===== src/verilog/fpc_pkg.sv =====
// Constants and types shared by the fault pin protocol control block
package fpc_pkg;
   // Register byte offsets
   localparam logic [7:0] OFS_PROTO  = 8'h00;
   localparam logic [7:0] OFS_RECOV  = 8'h04;
   localparam logic [7:0] OFS_STATUS = 8'h08;
   localparam logic [7:0] OFS_ALARM  = 8'h0c;
   localparam logic [7:0] OFS_IRQST  = 8'h10;
   localparam logic [7:0] OFS_IRQMSK = 8'h14;

   // Protocol register fields
   localparam int MODE_LSB = 0;
   localparam int FIRST_PRESCALER_LSB = 4;
   localparam int SECOND_PRESCALER_LSB = 12;
   localparam int FSHT_LSB = 20;
   localparam int TW       = 8;

   // Recovery register fields
   localparam int RD_LSB    = 0;
   localparam int START0    = 8;
   localparam int START1    = 9;
   localparam int LEAVE_BIT = 10;

   // Status register fields
   localparam int ST_FAULT = 0;
   localparam int ST_FSTF  = 1;
   localparam int ST_RT0   = 2;
   localparam int ST_RT1   = 3;
   localparam int ST_PIN   = 4;

   // Alarm register: group six bit 7, group ten bits 16, 17, 21
   localparam int ALARM_GROUP_SIX_7   = 0;
   localparam int ALARM_GROUP_TEN_16 = 1;
   localparam int ALARM_GROUP_TEN_17 = 2;
   localparam int ALARM_GROUP_TEN_21 = 3;

   // Interrupt events
   localparam int EV_ALARM = 0;
   localparam int EV_FAULT = 1;
   localparam int EV_FSTF  = 2;
   localparam int EV_RTEXP = 3;
   localparam int NEV      = 4;

   // Reset values, plus the fault-state pin pattern
   localparam logic [31:0] PROTO_RST  = 32'h0000_0000;
   localparam logic [7:0]  RD_RST     = 8'h00;
   localparam logic [3:0]  IRQMSK_RST = 4'h0;
   localparam logic [1:0]  PIN_FREE   = 2'b01;
   localparam logic [1:0]  PIN_FAULT  = 2'b00;

   typedef enum logic [1:0] {
      MODE_BISTABLE = 2'b00,
      MODE_DUALRAIL = 2'b01,
      MODE_TIMESW   = 2'b10
   } fpc_mode_t;

   typedef enum logic [1:0] {
      ST_FREE  = 2'b01,
      ST_FLT   = 2'b10
   } fpc_state_t;
endpackage


===== src/verilog/fpc_tick_div.sv =====
// Reloading down counter giving a one-cycle tick every reload+1 enables
`timescale 1ns/1ps
module fpc_tick_div (
   input  wire logic       clk,
   input  wire logic       rst_n,
   input  wire logic       en,
   input  wire logic [7:0] reload,
   output logic            tick
);
   logic [7:0] cnt_q;

   // Reload is read only at the wrap, so a new value never cuts a period short
   always_ff @(posedge clk or negedge rst_n) begin
      if (!rst_n) begin
         cnt_q <= 8'h00;
      end else if (en) begin
         if (cnt_q == 8'h00) begin
            cnt_q <= reload;
         end else begin
            cnt_q <= cnt_q - 8'h01;
         end
      end
   end

   assign tick = en && (cnt_q == 8'h00);
endmodule


===== src/verilog/fpc_fault_pin_ctrl.sv =====
// Fault pin protocol control: APB registers, pin protocols, timers, alarms
// What this block does
// - Mode field 00 bistable, 01 dual-rail, 10 time-switching selects the pin protocol.
// - Time-switching toggles pin 0; dual-rail toggles both pins together each period.
// - In fault state the time flag stays 0 until minimum duration elapses.
// - Second prescaler change while toggling raises group six/ten alarms; reset-only clear.
// - First prescaler or high-time change in early fault state raises same alarms.
// - First prescaler or recovery delay change with running timer raises group ten alarm.
// - Each recovery timer shows its own running bit in the status register.
//
// Our own choices: the APB register port and the register offsets.
`timescale 1ns/1ps
module fpc_fault_pin_ctrl (
   input  wire logic        CLK_SYS,
   input  wire logic        RSTN,
   input  wire logic        PSEL,
   input  wire logic        PENABLE,
   input  wire logic        PWRITE,
   input  wire logic [7:0]  PADDR,
   input  wire logic [31:0] PWDATA,
   output logic [31:0]      PRDATA,
   output logic             PREADY,
   output logic             PSLVERR,
   input  wire logic        FAULT_REQ,
   output logic [1:0]       FAULT_PIN,
   output logic             IRQ
);
   localparam int TW = fpc_pkg::TW;

   logic [31:0]            proto_q;
   logic [TW-1:0]          rd_q;
   logic [3:0]             alarm_q;
   logic [3:0]             irq_st_q;
   logic [3:0]             irq_msk_q;
   logic [31:0]            prdata_q;
   logic                   slverr_q;
   fpc_pkg::fpc_state_t    st_q;
   logic                   fstf_q;
   logic [TW-1:0]          fs_cnt_q;
   logic [TW-1:0]          rt0_cnt_q;
   logic [TW-1:0]          rt1_cnt_q;
   logic                   rt0_q;
   logic                   rt1_q;
   logic [1:0]             pin_q;

   logic                   setup;
   logic                   access;
   logic                   mapped;
   logic                   wr_proto;
   logic                   wr_recov;
   logic                   rd_irqst;
   fpc_pkg::fpc_mode_t     mode;
   logic [TW-1:0]          first_prescaler;
   logic [TW-1:0]          second_prescaler;
   logic [TW-1:0]          fsht;
   logic                   toggling;
   logic                   in_fault;
   logic                   first_prescaler_chg;
   logic                   second_prescaler_chg;
   logic                   fsht_chg;
   logic                   rd_chg;
   logic                   tick1;
   logic                   tick2;
   logic                   rt0_exp;
   logic                   rt1_exp;
   logic                   enter_fault;
   logic                   leave_fault;
   logic                   fstf_set;
   logic [3:0]             alarm_set;
   logic [3:0]             events;
   logic [31:0]            rdata;

   // APB decode; zero wait states
   assign setup    = PSEL && !PENABLE;
   assign access   = PSEL && PENABLE;
   assign mapped   = (PADDR == fpc_pkg::OFS_PROTO) || (PADDR == fpc_pkg::OFS_RECOV)
                  || (PADDR == fpc_pkg::OFS_STATUS) || (PADDR == fpc_pkg::OFS_ALARM)
                  || (PADDR == fpc_pkg::OFS_IRQST) || (PADDR == fpc_pkg::OFS_IRQMSK);
   assign wr_proto = access && PWRITE && (PADDR == fpc_pkg::OFS_PROTO);
   assign wr_recov = access && PWRITE && (PADDR == fpc_pkg::OFS_RECOV);
   assign rd_irqst = access && !PWRITE && (PADDR == fpc_pkg::OFS_IRQST);
   assign PREADY   = 1'b1;
   assign PRDATA   = prdata_q;
   assign PSLVERR  = slverr_q && access;

   // Field views of the live configuration
   assign first_prescaler = proto_q[fpc_pkg::FIRST_PRESCALER_LSB +: TW];
   assign second_prescaler = proto_q[fpc_pkg::SECOND_PRESCALER_LSB +: TW];
   assign fsht = proto_q[fpc_pkg::FSHT_LSB +: TW];
   assign in_fault = (st_q == fpc_pkg::ST_FLT);

   // Code 11 is undefined and falls back to the static protocol
   always_comb begin
      unique case (proto_q[fpc_pkg::MODE_LSB +: 2])
         2'b01:   mode = fpc_pkg::MODE_DUALRAIL;
         2'b10:   mode = fpc_pkg::MODE_TIMESW;
         default: mode = fpc_pkg::MODE_BISTABLE;
      endcase
   end

   assign toggling = (mode != fpc_pkg::MODE_BISTABLE);

   // Field changes carried by a protocol or recovery write
   assign first_prescaler_chg = wr_proto && (PWDATA[fpc_pkg::FIRST_PRESCALER_LSB +: TW] != first_prescaler);
   assign second_prescaler_chg = wr_proto && (PWDATA[fpc_pkg::SECOND_PRESCALER_LSB +: TW] != second_prescaler);
   assign fsht_chg = wr_proto && (PWDATA[fpc_pkg::FSHT_LSB +: TW] != fsht);
   assign rd_chg   = wr_recov && (PWDATA[fpc_pkg::RD_LSB +: TW] != rd_q);

   // Time base: first prescaler divides the clock, second divides that tick
   fpc_tick_div u_div1 (
      .clk    (CLK_SYS),
      .rst_n  (RSTN),
      .en     (1'b1),
      .reload (first_prescaler),
      .tick   (tick1)
   );

   fpc_tick_div u_div2 (
      .clk    (CLK_SYS),
      .rst_n  (RSTN),
      .en     (tick1),
      .reload (second_prescaler),
      .tick   (tick2)
   );

   // Configuration registers
   always_ff @(posedge CLK_SYS or negedge RSTN) begin
      if (!RSTN) begin
         proto_q   <= fpc_pkg::PROTO_RST;
         rd_q      <= fpc_pkg::RD_RST;
         irq_msk_q <= fpc_pkg::IRQMSK_RST;
      end else begin
         if (wr_proto) begin
            proto_q <= {4'h0, PWDATA[27:4], 2'b00, PWDATA[1:0]};
         end
         if (wr_recov) begin
            rd_q <= PWDATA[fpc_pkg::RD_LSB +: TW];
         end
         if (access && PWRITE && (PADDR == fpc_pkg::OFS_IRQMSK)) begin
            irq_msk_q <= PWDATA[3:0];
         end
      end
   end

   // Fault state machine
   assign rt0_exp     = rt0_q && tick1 && (rt0_cnt_q >= rd_q);
   assign rt1_exp     = rt1_q && tick1 && (rt1_cnt_q >= rd_q);
   assign enter_fault = !in_fault && (FAULT_REQ || rt0_exp || rt1_exp);
   assign leave_fault = in_fault && fstf_q && wr_recov && PWDATA[fpc_pkg::LEAVE_BIT];

   always_ff @(posedge CLK_SYS or negedge RSTN) begin
      if (!RSTN) begin
         st_q <= fpc_pkg::ST_FREE;
      end else begin
         unique case (st_q)
            fpc_pkg::ST_FREE: begin
               if (enter_fault) begin
                  st_q <= fpc_pkg::ST_FLT;
               end
            end
            fpc_pkg::ST_FLT: begin
               if (leave_fault) begin
                  st_q <= fpc_pkg::ST_FREE;
               end
            end
            default: st_q <= fpc_pkg::ST_FREE;
         endcase
      end
   end

   // Minimum fault-state duration in first-prescaler ticks
   assign fstf_set = in_fault && !fstf_q && (fs_cnt_q >= fsht);

   always_ff @(posedge CLK_SYS or negedge RSTN) begin
      if (!RSTN) begin
         fs_cnt_q <= '0;
         fstf_q   <= 1'b0;
      end else if (!in_fault) begin
         fs_cnt_q <= '0;
         fstf_q   <= 1'b0;
      end else begin
         if (tick1 && (fs_cnt_q < fsht)) begin
            fs_cnt_q <= fs_cnt_q + 8'h01;
         end
         if (fstf_set) begin
            fstf_q <= 1'b1;
         end
      end
   end

   // Recovery timers, started by software, expire into the fault state
   always_ff @(posedge CLK_SYS or negedge RSTN) begin
      if (!RSTN) begin
         rt0_q     <= 1'b0;
         rt0_cnt_q <= '0;
      end else if (wr_recov && PWDATA[fpc_pkg::START0] && !rt0_q) begin
         rt0_q     <= 1'b1;
         rt0_cnt_q <= '0;
      end else if (rt0_exp) begin
         rt0_q     <= 1'b0;
      end else if (rt0_q && tick1) begin
         rt0_cnt_q <= rt0_cnt_q + 8'h01;
      end
   end

   always_ff @(posedge CLK_SYS or negedge RSTN) begin
      if (!RSTN) begin
         rt1_q     <= 1'b0;
         rt1_cnt_q <= '0;
      end else if (wr_recov && PWDATA[fpc_pkg::START1] && !rt1_q) begin
         rt1_q     <= 1'b1;
         rt1_cnt_q <= '0;
      end else if (rt1_exp) begin
         rt1_q     <= 1'b0;
      end else if (rt1_q && tick1) begin
         rt1_cnt_q <= rt1_cnt_q + 8'h01;
      end
   end

   // Fault pins; toggles step only on the second-prescaler tick
   always_ff @(posedge CLK_SYS or negedge RSTN) begin
      if (!RSTN) begin
         pin_q <= fpc_pkg::PIN_FREE;
      end else if (in_fault) begin
         pin_q <= fpc_pkg::PIN_FAULT;
      end else begin
         unique case (mode)
            fpc_pkg::MODE_TIMESW: begin
               pin_q[1] <= 1'b0;
               if (tick2) begin
                  pin_q[0] <= !pin_q[0];
               end
            end
            fpc_pkg::MODE_DUALRAIL: begin
               if (pin_q[1] == pin_q[0]) begin
                  pin_q <= fpc_pkg::PIN_FREE;
               end else if (tick2) begin
                  pin_q <= ~pin_q;
               end
            end
            fpc_pkg::MODE_BISTABLE: pin_q <= fpc_pkg::PIN_FREE;
         endcase
      end
   end

   assign FAULT_PIN = pin_q;

   // Hazardous timing writes; flagged even though outputs stay clean
   always_comb begin
      alarm_set = 4'h0;
      if ((second_prescaler_chg && toggling) || ((first_prescaler_chg || fsht_chg) && in_fault && !fstf_q)) begin
         alarm_set[fpc_pkg::ALARM_GROUP_SIX_7]   = 1'b1;
         alarm_set[fpc_pkg::ALARM_GROUP_TEN_21] = 1'b1;
      end
      alarm_set[fpc_pkg::ALARM_GROUP_TEN_16] = (first_prescaler_chg || rd_chg) && rt0_q;
      alarm_set[fpc_pkg::ALARM_GROUP_TEN_17] = (first_prescaler_chg || rd_chg) && rt1_q;
   end

   // Alarms are sticky until power-on reset; writes cannot clear them
   always_ff @(posedge CLK_SYS or negedge RSTN) begin
      if (!RSTN) begin
         alarm_q <= 4'h0;
      end else begin
         alarm_q <= alarm_q | alarm_set;
      end
   end

   // Interrupt status: read clears only what the read returned
   assign events[fpc_pkg::EV_ALARM] = |(alarm_set & ~alarm_q);
   assign events[fpc_pkg::EV_FAULT] = enter_fault;
   assign events[fpc_pkg::EV_FSTF]  = fstf_set;
   assign events[fpc_pkg::EV_RTEXP] = rt0_exp || rt1_exp;

   always_ff @(posedge CLK_SYS or negedge RSTN) begin
      if (!RSTN) begin
         irq_st_q <= 4'h0;
      end else if (rd_irqst) begin
         irq_st_q <= (irq_st_q & ~prdata_q[3:0]) | events;
      end else begin
         irq_st_q <= irq_st_q | events;
      end
   end

   assign IRQ = |(irq_st_q & irq_msk_q);

   // Read mux, sampled in the setup phase
   always_comb begin
      rdata = 32'h0000_0000;
      unique case (PADDR)
         fpc_pkg::OFS_PROTO:  rdata = proto_q;
         fpc_pkg::OFS_RECOV:  rdata[fpc_pkg::RD_LSB +: TW] = rd_q;
         fpc_pkg::OFS_STATUS: begin
            rdata[fpc_pkg::ST_FAULT]     = in_fault;
            rdata[fpc_pkg::ST_FSTF]      = fstf_q;
            rdata[fpc_pkg::ST_RT0]       = rt0_q;
            rdata[fpc_pkg::ST_RT1]       = rt1_q;
            rdata[fpc_pkg::ST_PIN +: 2]  = pin_q;
         end
         fpc_pkg::OFS_ALARM:  rdata[3:0] = alarm_q;
         fpc_pkg::OFS_IRQST:  rdata[3:0] = irq_st_q;
         fpc_pkg::OFS_IRQMSK: rdata[3:0] = irq_msk_q;
         default:             rdata = 32'h0000_0000;
      endcase
   end

   always_ff @(posedge CLK_SYS or negedge RSTN) begin
      if (!RSTN) begin
         prdata_q <= 32'h0000_0000;
         slverr_q <= 1'b0;
      end else if (setup) begin
         prdata_q <= PWRITE ? 32'h0000_0000 : rdata;
         slverr_q <= !mapped;
      end
   end
endmodule


===== config.mk =====
export PLATFORM = sky130hd
export DESIGN_NAME = fpc_fault_pin_ctrl
export DESIGN_NICKNAME = d
export VERILOG_FILES = /design/src/verilog/fpc_pkg.sv /design/src/verilog/fpc_tick_div.sv /design/src/verilog/fpc_fault_pin_ctrl.sv
export SDC_FILE = /design/constraint.sdc
export NUM_CORES = 1
export LEC_CHECK = 0
export ABC_AREA = 1
export BUFFER_PORTS_ARGS = -buffer_cell sky130_fd_sc_hd__buf_2
export CAP_MARGIN = 20
export CORE_ASPECT_RATIO = 0.5
export CORE_MARGIN = 5
export CORE_UTILIZATION = 35
export CTS_CLUSTER_SIZE = 16
export DETAILED_ROUTE_END_ITERATION = 8
export HOLD_SLACK_MARGIN = 0.15
export MAX_ROUTING_LAYER = met4
export SLEW_MARGIN = 20
export SYNTH_ARGS = -nofsm -noshare
export SYNTH_HDL_FRONTEND = slang
export SYNTH_HIERARCHICAL = 1
export SYNTH_SLANG_ARGS = --single-unit

===== constraint.sdc =====
create_clock -name CLK_SYS -period 4.3 [get_ports CLK_SYS]
set_input_delay 0.43 -clock CLK_SYS [delete_from_list [all_inputs] [get_ports CLK_SYS]]
set_output_delay 0.43 -clock CLK_SYS [all_outputs]
set_load 0.05 [all_outputs]

Word-level counts from Yosys, hierarchy flattened
Cells that the tools add are included.
W data, S select, Z words.
Operators by class
  equality and inequality tests: 24
  bitwise operators: 9
  $add $sub $neg: 5
  magnitude comparators: 4
  reductions and logical operators: 68
  muxes and demuxes: 32
Operators with widths (number)
  $mux W8: 10
  $logic_and A1 B1 Y1: 34
  $mux W32: 1
  $ne A8 B8 Y1: 4
  $add A8 B1 Y8 const B: 3
  $ge A8 B8 Y1: 3
  $logic_not A8 Y1: 3
  $pmux W4 S6: 1
  $mux W20: 1
  $eq A8 B4 Y1 const B: 2
  $eq A8 B5 Y1 const B: 2
  $sub A8 B1 Y8 const B: 2
  $and A4 B4 Y4: 3
  $or A4 B4 Y4: 3
  $pmux W2 S2: 3
  $pmux W2 S3: 2
  $logic_or A1 B1 Y1: 11
  $mux W2: 5
  $ne A2 B1 Y1 const B: 5
  $reduce_bool A2 Y1: 5
  $eq A8 B3 Y1 const B: 1
  $logic_not A1 Y1: 8
  $lt A8 B8 Y1: 1
  $mux W1: 8
  12 further kinds: 21
Storage, ports and cells
  input port bits: 46
  bits in registers: 126
  logic and storage cells: 160
  output and inout port bits: 37

Depth between registers and ports, before layout
  word-level depth: 13
  mapped depth: 13

Cells and area by module
Netlist, hierarchy kept.
By module, submodules not included
  fpc_fault_pin_ctrl: cells an instance 803, times used 1, area each 6257.3 sq um
  fpc_tick_div: cells an instance 92, times used 2, area each 671.9 sq um

Least setup slack after synthesis
OpenSTA, ideal clock, no wires.
  path kind: flip-flop to output port
  start point: reg irq_msk_q[0]
  end point: out IRQ
  data required time: 3.870 ns
  data arrival time: 1.466 ns
  path buffers: 0
  cell stages (with the launch flop): 3
  setup slack: 2.404 ns
  cell sequence: dfrtp_1 -> inv_1 -> o21ai_0
Between the ends
  cells in the longest elaborated chain, start to end: 2
RTL lines
  from (decl): line fpc_fault_pin_ctrl.sv:34  | logic [3:0] irq_msk_q;
  from (signal assigned): line fpc_fault_pin_ctrl.sv:131  | irq_msk_q <= fpc_pkg::IRQMSK_RST;
  from (signal assigned): line fpc_fault_pin_ctrl.sv:140  | irq_msk_q <= PWDATA[3:0];
  $and A4 B4 Y4: line fpc_fault_pin_ctrl.sv:284  | assign IRQ = |(irq_st_q & irq_msk_q);
  $reduce_or A4 Y1: line fpc_fault_pin_ctrl.sv:284
  to (decl): line fpc_fault_pin_ctrl.sv:26  | output logic IRQ
No other way between the ends.

Final worst setup path
  start point: reg u_div1.cnt_q[0]
  end point: reg pin_q[0] (netlist: FAULT_PIN[0])
Between the ends
  cells in the longest elaborated chain, start to end: 4
  elaborated cells on any way between the ends: 5
  classes of those cells: 2 x eq/ne; 3 x reduce/logical
RTL lines
  from (decl): line fpc_tick_div.sv:10  | logic [7:0] cnt_q;
  from (signal assigned): line fpc_tick_div.sv:18  | cnt_q <= reload;
  from (signal assigned): line fpc_tick_div.sv:20  | cnt_q <= cnt_q - 8'h01;
  $logic_not A8 Y1 *: line fpc_tick_div.sv:25  | assign tick = en && (cnt_q == 8'h00);
  via tick1: line fpc_fault_pin_ctrl.sv:62  | logic tick1;
  $logic_and A1 B1 Y1 *: line fpc_tick_div.sv:25
  via tick2: line fpc_fault_pin_ctrl.sv:63  | logic tick2;
  $ne A4 B4 Y1 (no line) / $ne A3 B3 Y1 (equally long branches)
  $reduce_and A2 Y1 (no line) *
  to (signal assigned): line fpc_fault_pin_ctrl.sv:223  | pin_q <= fpc_pkg::PIN_FREE;
  to (signal assigned): line fpc_fault_pin_ctrl.sv:225  | pin_q <= fpc_pkg::PIN_FAULT;
  to (signal assigned): line fpc_fault_pin_ctrl.sv:231  | pin_q[0] <= !pin_q[0];
  to (decl): line fpc_fault_pin_ctrl.sv:44  | logic [1:0] pin_q;
The timed path passes the listed nets; every way through them passes the cells marked *.
A chain may end at the register's enable or synchronous reset.

==> reports/summary.txt <==
Status - finished clean
Fin. max-slew vios - 0
CTS max path bufs - 2
Leakage - 4.560 nW
CP peak stage delay - 0.44 ns
Dpl cell area - 8272 um^2
Die area - 24,940 um^2
Syn Inst Count - 987
RSZ-0062 raised after global routing - no
Vias in the first global route - 6,463
Seq pwr share - 37.0%
CORE AREA - 21,490 um^2
Post-route antenna net violation count - 0
Fin crit share - 50.95%
CP Capture Type - flip-flop
Fin Hold WS - 0.1403 ns
TNS Setup - 0 ns
Final hold vios - 0
Site Rows - 38
Worst-path cell chain - inv_1 > ha_1 > inv_1 > nor2_4 > nand3_4 > clkinv_4 > nand3_4 > clkinv_4 > nor4_1 > a31oi_1 > nand3_1 > o21ai_0
CP top delay family - simple AND/OR/NAND/NOR gates
Vias - 6,552
# clock sinks - 122
Largest cells by area after synthesis - dfrtp_1 40%, nand2_1 15%, inv_1 7.1%
Final wirelength - 19,330 um
Syn_area_per_cell - 7.701 um^2
Number of max-cap violations - 0
Synth unique cells - 44
Top cells by count, synth - 304 x nand2_1, 143 x inv_1, 120 x dfrtp_1
Drt first-iter violations - 430
WL per Instance - 13.99 um
Clock skew - 0.006881 ns
Final setup violation count - 0
CTS Buf Count - 17
Crit path max fanout - 18
PortBufs - 73
Period minus WS final - 2.191 ns
Async SR Flop Fraction - 100.0%
Worst vdd ir - 0.1846 mV
Critical path startpoint category - flip-flop
Vias per cell - 4.744
Final Non-Filler Cells - 1,381
CTS tree - yes
Switching Power - 1.138 mW
Yosys warns - 6
Initial antenna violation count - 2
NumNets Final - 1,147
DIE HEIGHT - 114.2 um
# DRC - 0
PwrDens - 403.9 nW/um^2
Synth Cell Area - 7601 um^2
Hold Buf Count CTS - 0
Drt pass-1 iters - 6
Dpl cells - 1,347
Worst skew pair latency - 0.42 ns
Fraction of layout cells with a size suffix above 1 - 18.07%
Top cell type's share of synthesized area - 39.51%
Worst Path Buf+Inv - 4
Overall power - 3.599 mW
GPL Wtd Cong - 0.8704
Worst Path Arrival - 2.53 ns
Flops & latches, synth - 122
Seq/Total Area, Yosys - 40.20%
Pre-CTS setup slack - 1.697 ns
CP Class - flip-flop to flip-flop
Area delta synth->final - 17.23%
FF+latch area - 3055 um^2
CTS root buf - clkbuf_16
WP data required - 4.64 ns
Post-CTS Repair Setup Buffers - 0
Sw frac - 31.62%
# resized after CTS - 0
R2R setup slack - 2.11 ns
Tot GR Track Use - 16.68%
Clk slew on worst S/H paths - 0.06 ns
Number of synthesized flops with an enable pin - 0
Starting Density - 35.37%
Placed wire-length estimate - 14,090 um
Peak Freq - 0.4564 GHz
Fill cells - 2,184
Worst-Margin Slew - 0.9331 ns
Pin count of the biggest net entering global routing - 72
Ys flop type - dfrtp_1
Io pins - 83
First-pass GRT wire length - 32,400 um
Cell with the most instances after synthesis - nand2_1
Clk pwr share - 43.1%
Min setup slack post-route - 2.109 ns
Final instance area - 8911 um^2
Internal Power - 2.461 mW
Final core utilization - 41.46%
# H-tree levels - 4
Slew headroom - 37.79%
Min-Delay Path Class - input pin to async pin
Largest area contributor in the netlist - dfrtp_1
Die Wd - 218.4 um
Aggregate global routing overflow - 0
CP max-delay cell - nor4_1
Multi-input gate area - 3845 um^2
Combinational Power Share - 19.9%
logic make-up after synthesis:
| kind of cell | after synthesis | share of synthesized area [%] |
|---|---|---|
| other cells | 2 | 0.09880 |
| compound gates | 125 | 10.90 |
| simple gates | 505 | 30.96 |
| fa+ha+maj | 35 | 5.761 |
| buf+inv | 176 | 9.547 |
| xor+xnor | 22 | 2.535 |
| flops | 122 | 40.20 |
worst reg2reg max path, cell delays in order, from the launching register on:
cell and delay [ns]:
dfrtp_1 0.39, inv_1 0.10, ha_1 0.22, inv_1 0.09, nor2_4 0.06, nand3_4 0.09
clkinv_4 0.17, nand3_4 0.16, clkinv_4 0.10, nor4_1 0.44, a31oi_1 0.11, nand3_1 0.09
o21ai_0 0.09
routing by layer:
metal | track usage (%) | routed length, um | vias to the layer above | part of all wire [%]
li1 | - | - | 3323 | -
met1 | 20.79 | 8887 | 3084 | 46
met2 | 27.90 | 9428 | 119 | 49
met3 | 3.170 | 706 | 26 | 3.7
met4 | 5.059 | 303 | 0 | 1.6
met5 | - | 0 | - | 0
final timing paths:
| check | depth (start not counted) | end | startpoint |
|---|---|---|---|
| max reg2reg | 12 | FAULT_PIN[0]$_DFFE_PN1P_ | u_div1/cnt_q[0]$_DFFE_PN0P_ |
| min in group CLK_SYS | 3 | proto_q[13]$_DFFE_PN0P_ | PWDATA[13] |
| max | 12 | FAULT_PIN[0]$_DFFE_PN1P_ | u_div1/cnt_q[0]$_DFFE_PN0P_ |
| min reg2reg | 2 | PRDATA[5]$_DFFE_PN0P_ | PRDATA[5]$_DFFE_PN0P_ |
| min | 1 | rd_q[2]$_DFFE_PN0N_ | RSTN |
| max in group asynchronous | 2 | FAULT_PIN[0]$_DFFE_PN1P_ | RSTN |
power by group through the flow:
stage	logic, mW	clock network (mW)	registers, mW
2_1_floorplan	0.547	0	1.34
3_3_place_gp	0.700	0	1.34
3_5_place_dp	0.718	0	1.35
4_1_cts	0.722	1.58	1.33
5_1_grt	0.817	1.64	1.35
6_report	0.717	1.55	1.33
area by class of cell:
cell class | count | share of cell area (%)
antenna | 2 | 0.05616
clock buffer | 18 | 4.928
clock inverter | 14 | 2.190
inverter | 152 | 6.627
multi-input combinational | 695 | 43.15
sequential | 122 | 34.29
tap | 300 | 4.212
timing repair buffer | 78 | 4.549
state kept, by name (all words and copies together), names as in the netlist:
name	count
FAULT_PIN	2
fs_cnt_q	8
rt0_cnt_q	8
proto_q	26
rt1_cnt_q	8
u_div1/cnt_q	8
slverr_q	1
u_div2/cnt_q	8
rt0_q	1
rt1_q	1
rd_q	8
irq_st_q	4
st_q	2
irq_msk_q	4
alarm_q	4
fstf_q	1
PRDATA	28
cells in the final DEF (no fill, tap or decap), types with 10 or more instances in the layout:
master,count
buf_2,72
nor2_1,57
nor2_4,10
ha_1,35
nand2_1,304
nand4_1,19
clkbuf_16,17
a32o_1,20
nand2_2,15
nand3_2,10
a21oi_1,14
inv_1,143
o21ai_0,55
xor2_1,16
o21ai_2,15
dfrtp_1,120
nand3_1,57
No activity file was read; power rests on OpenSTA's default activity.
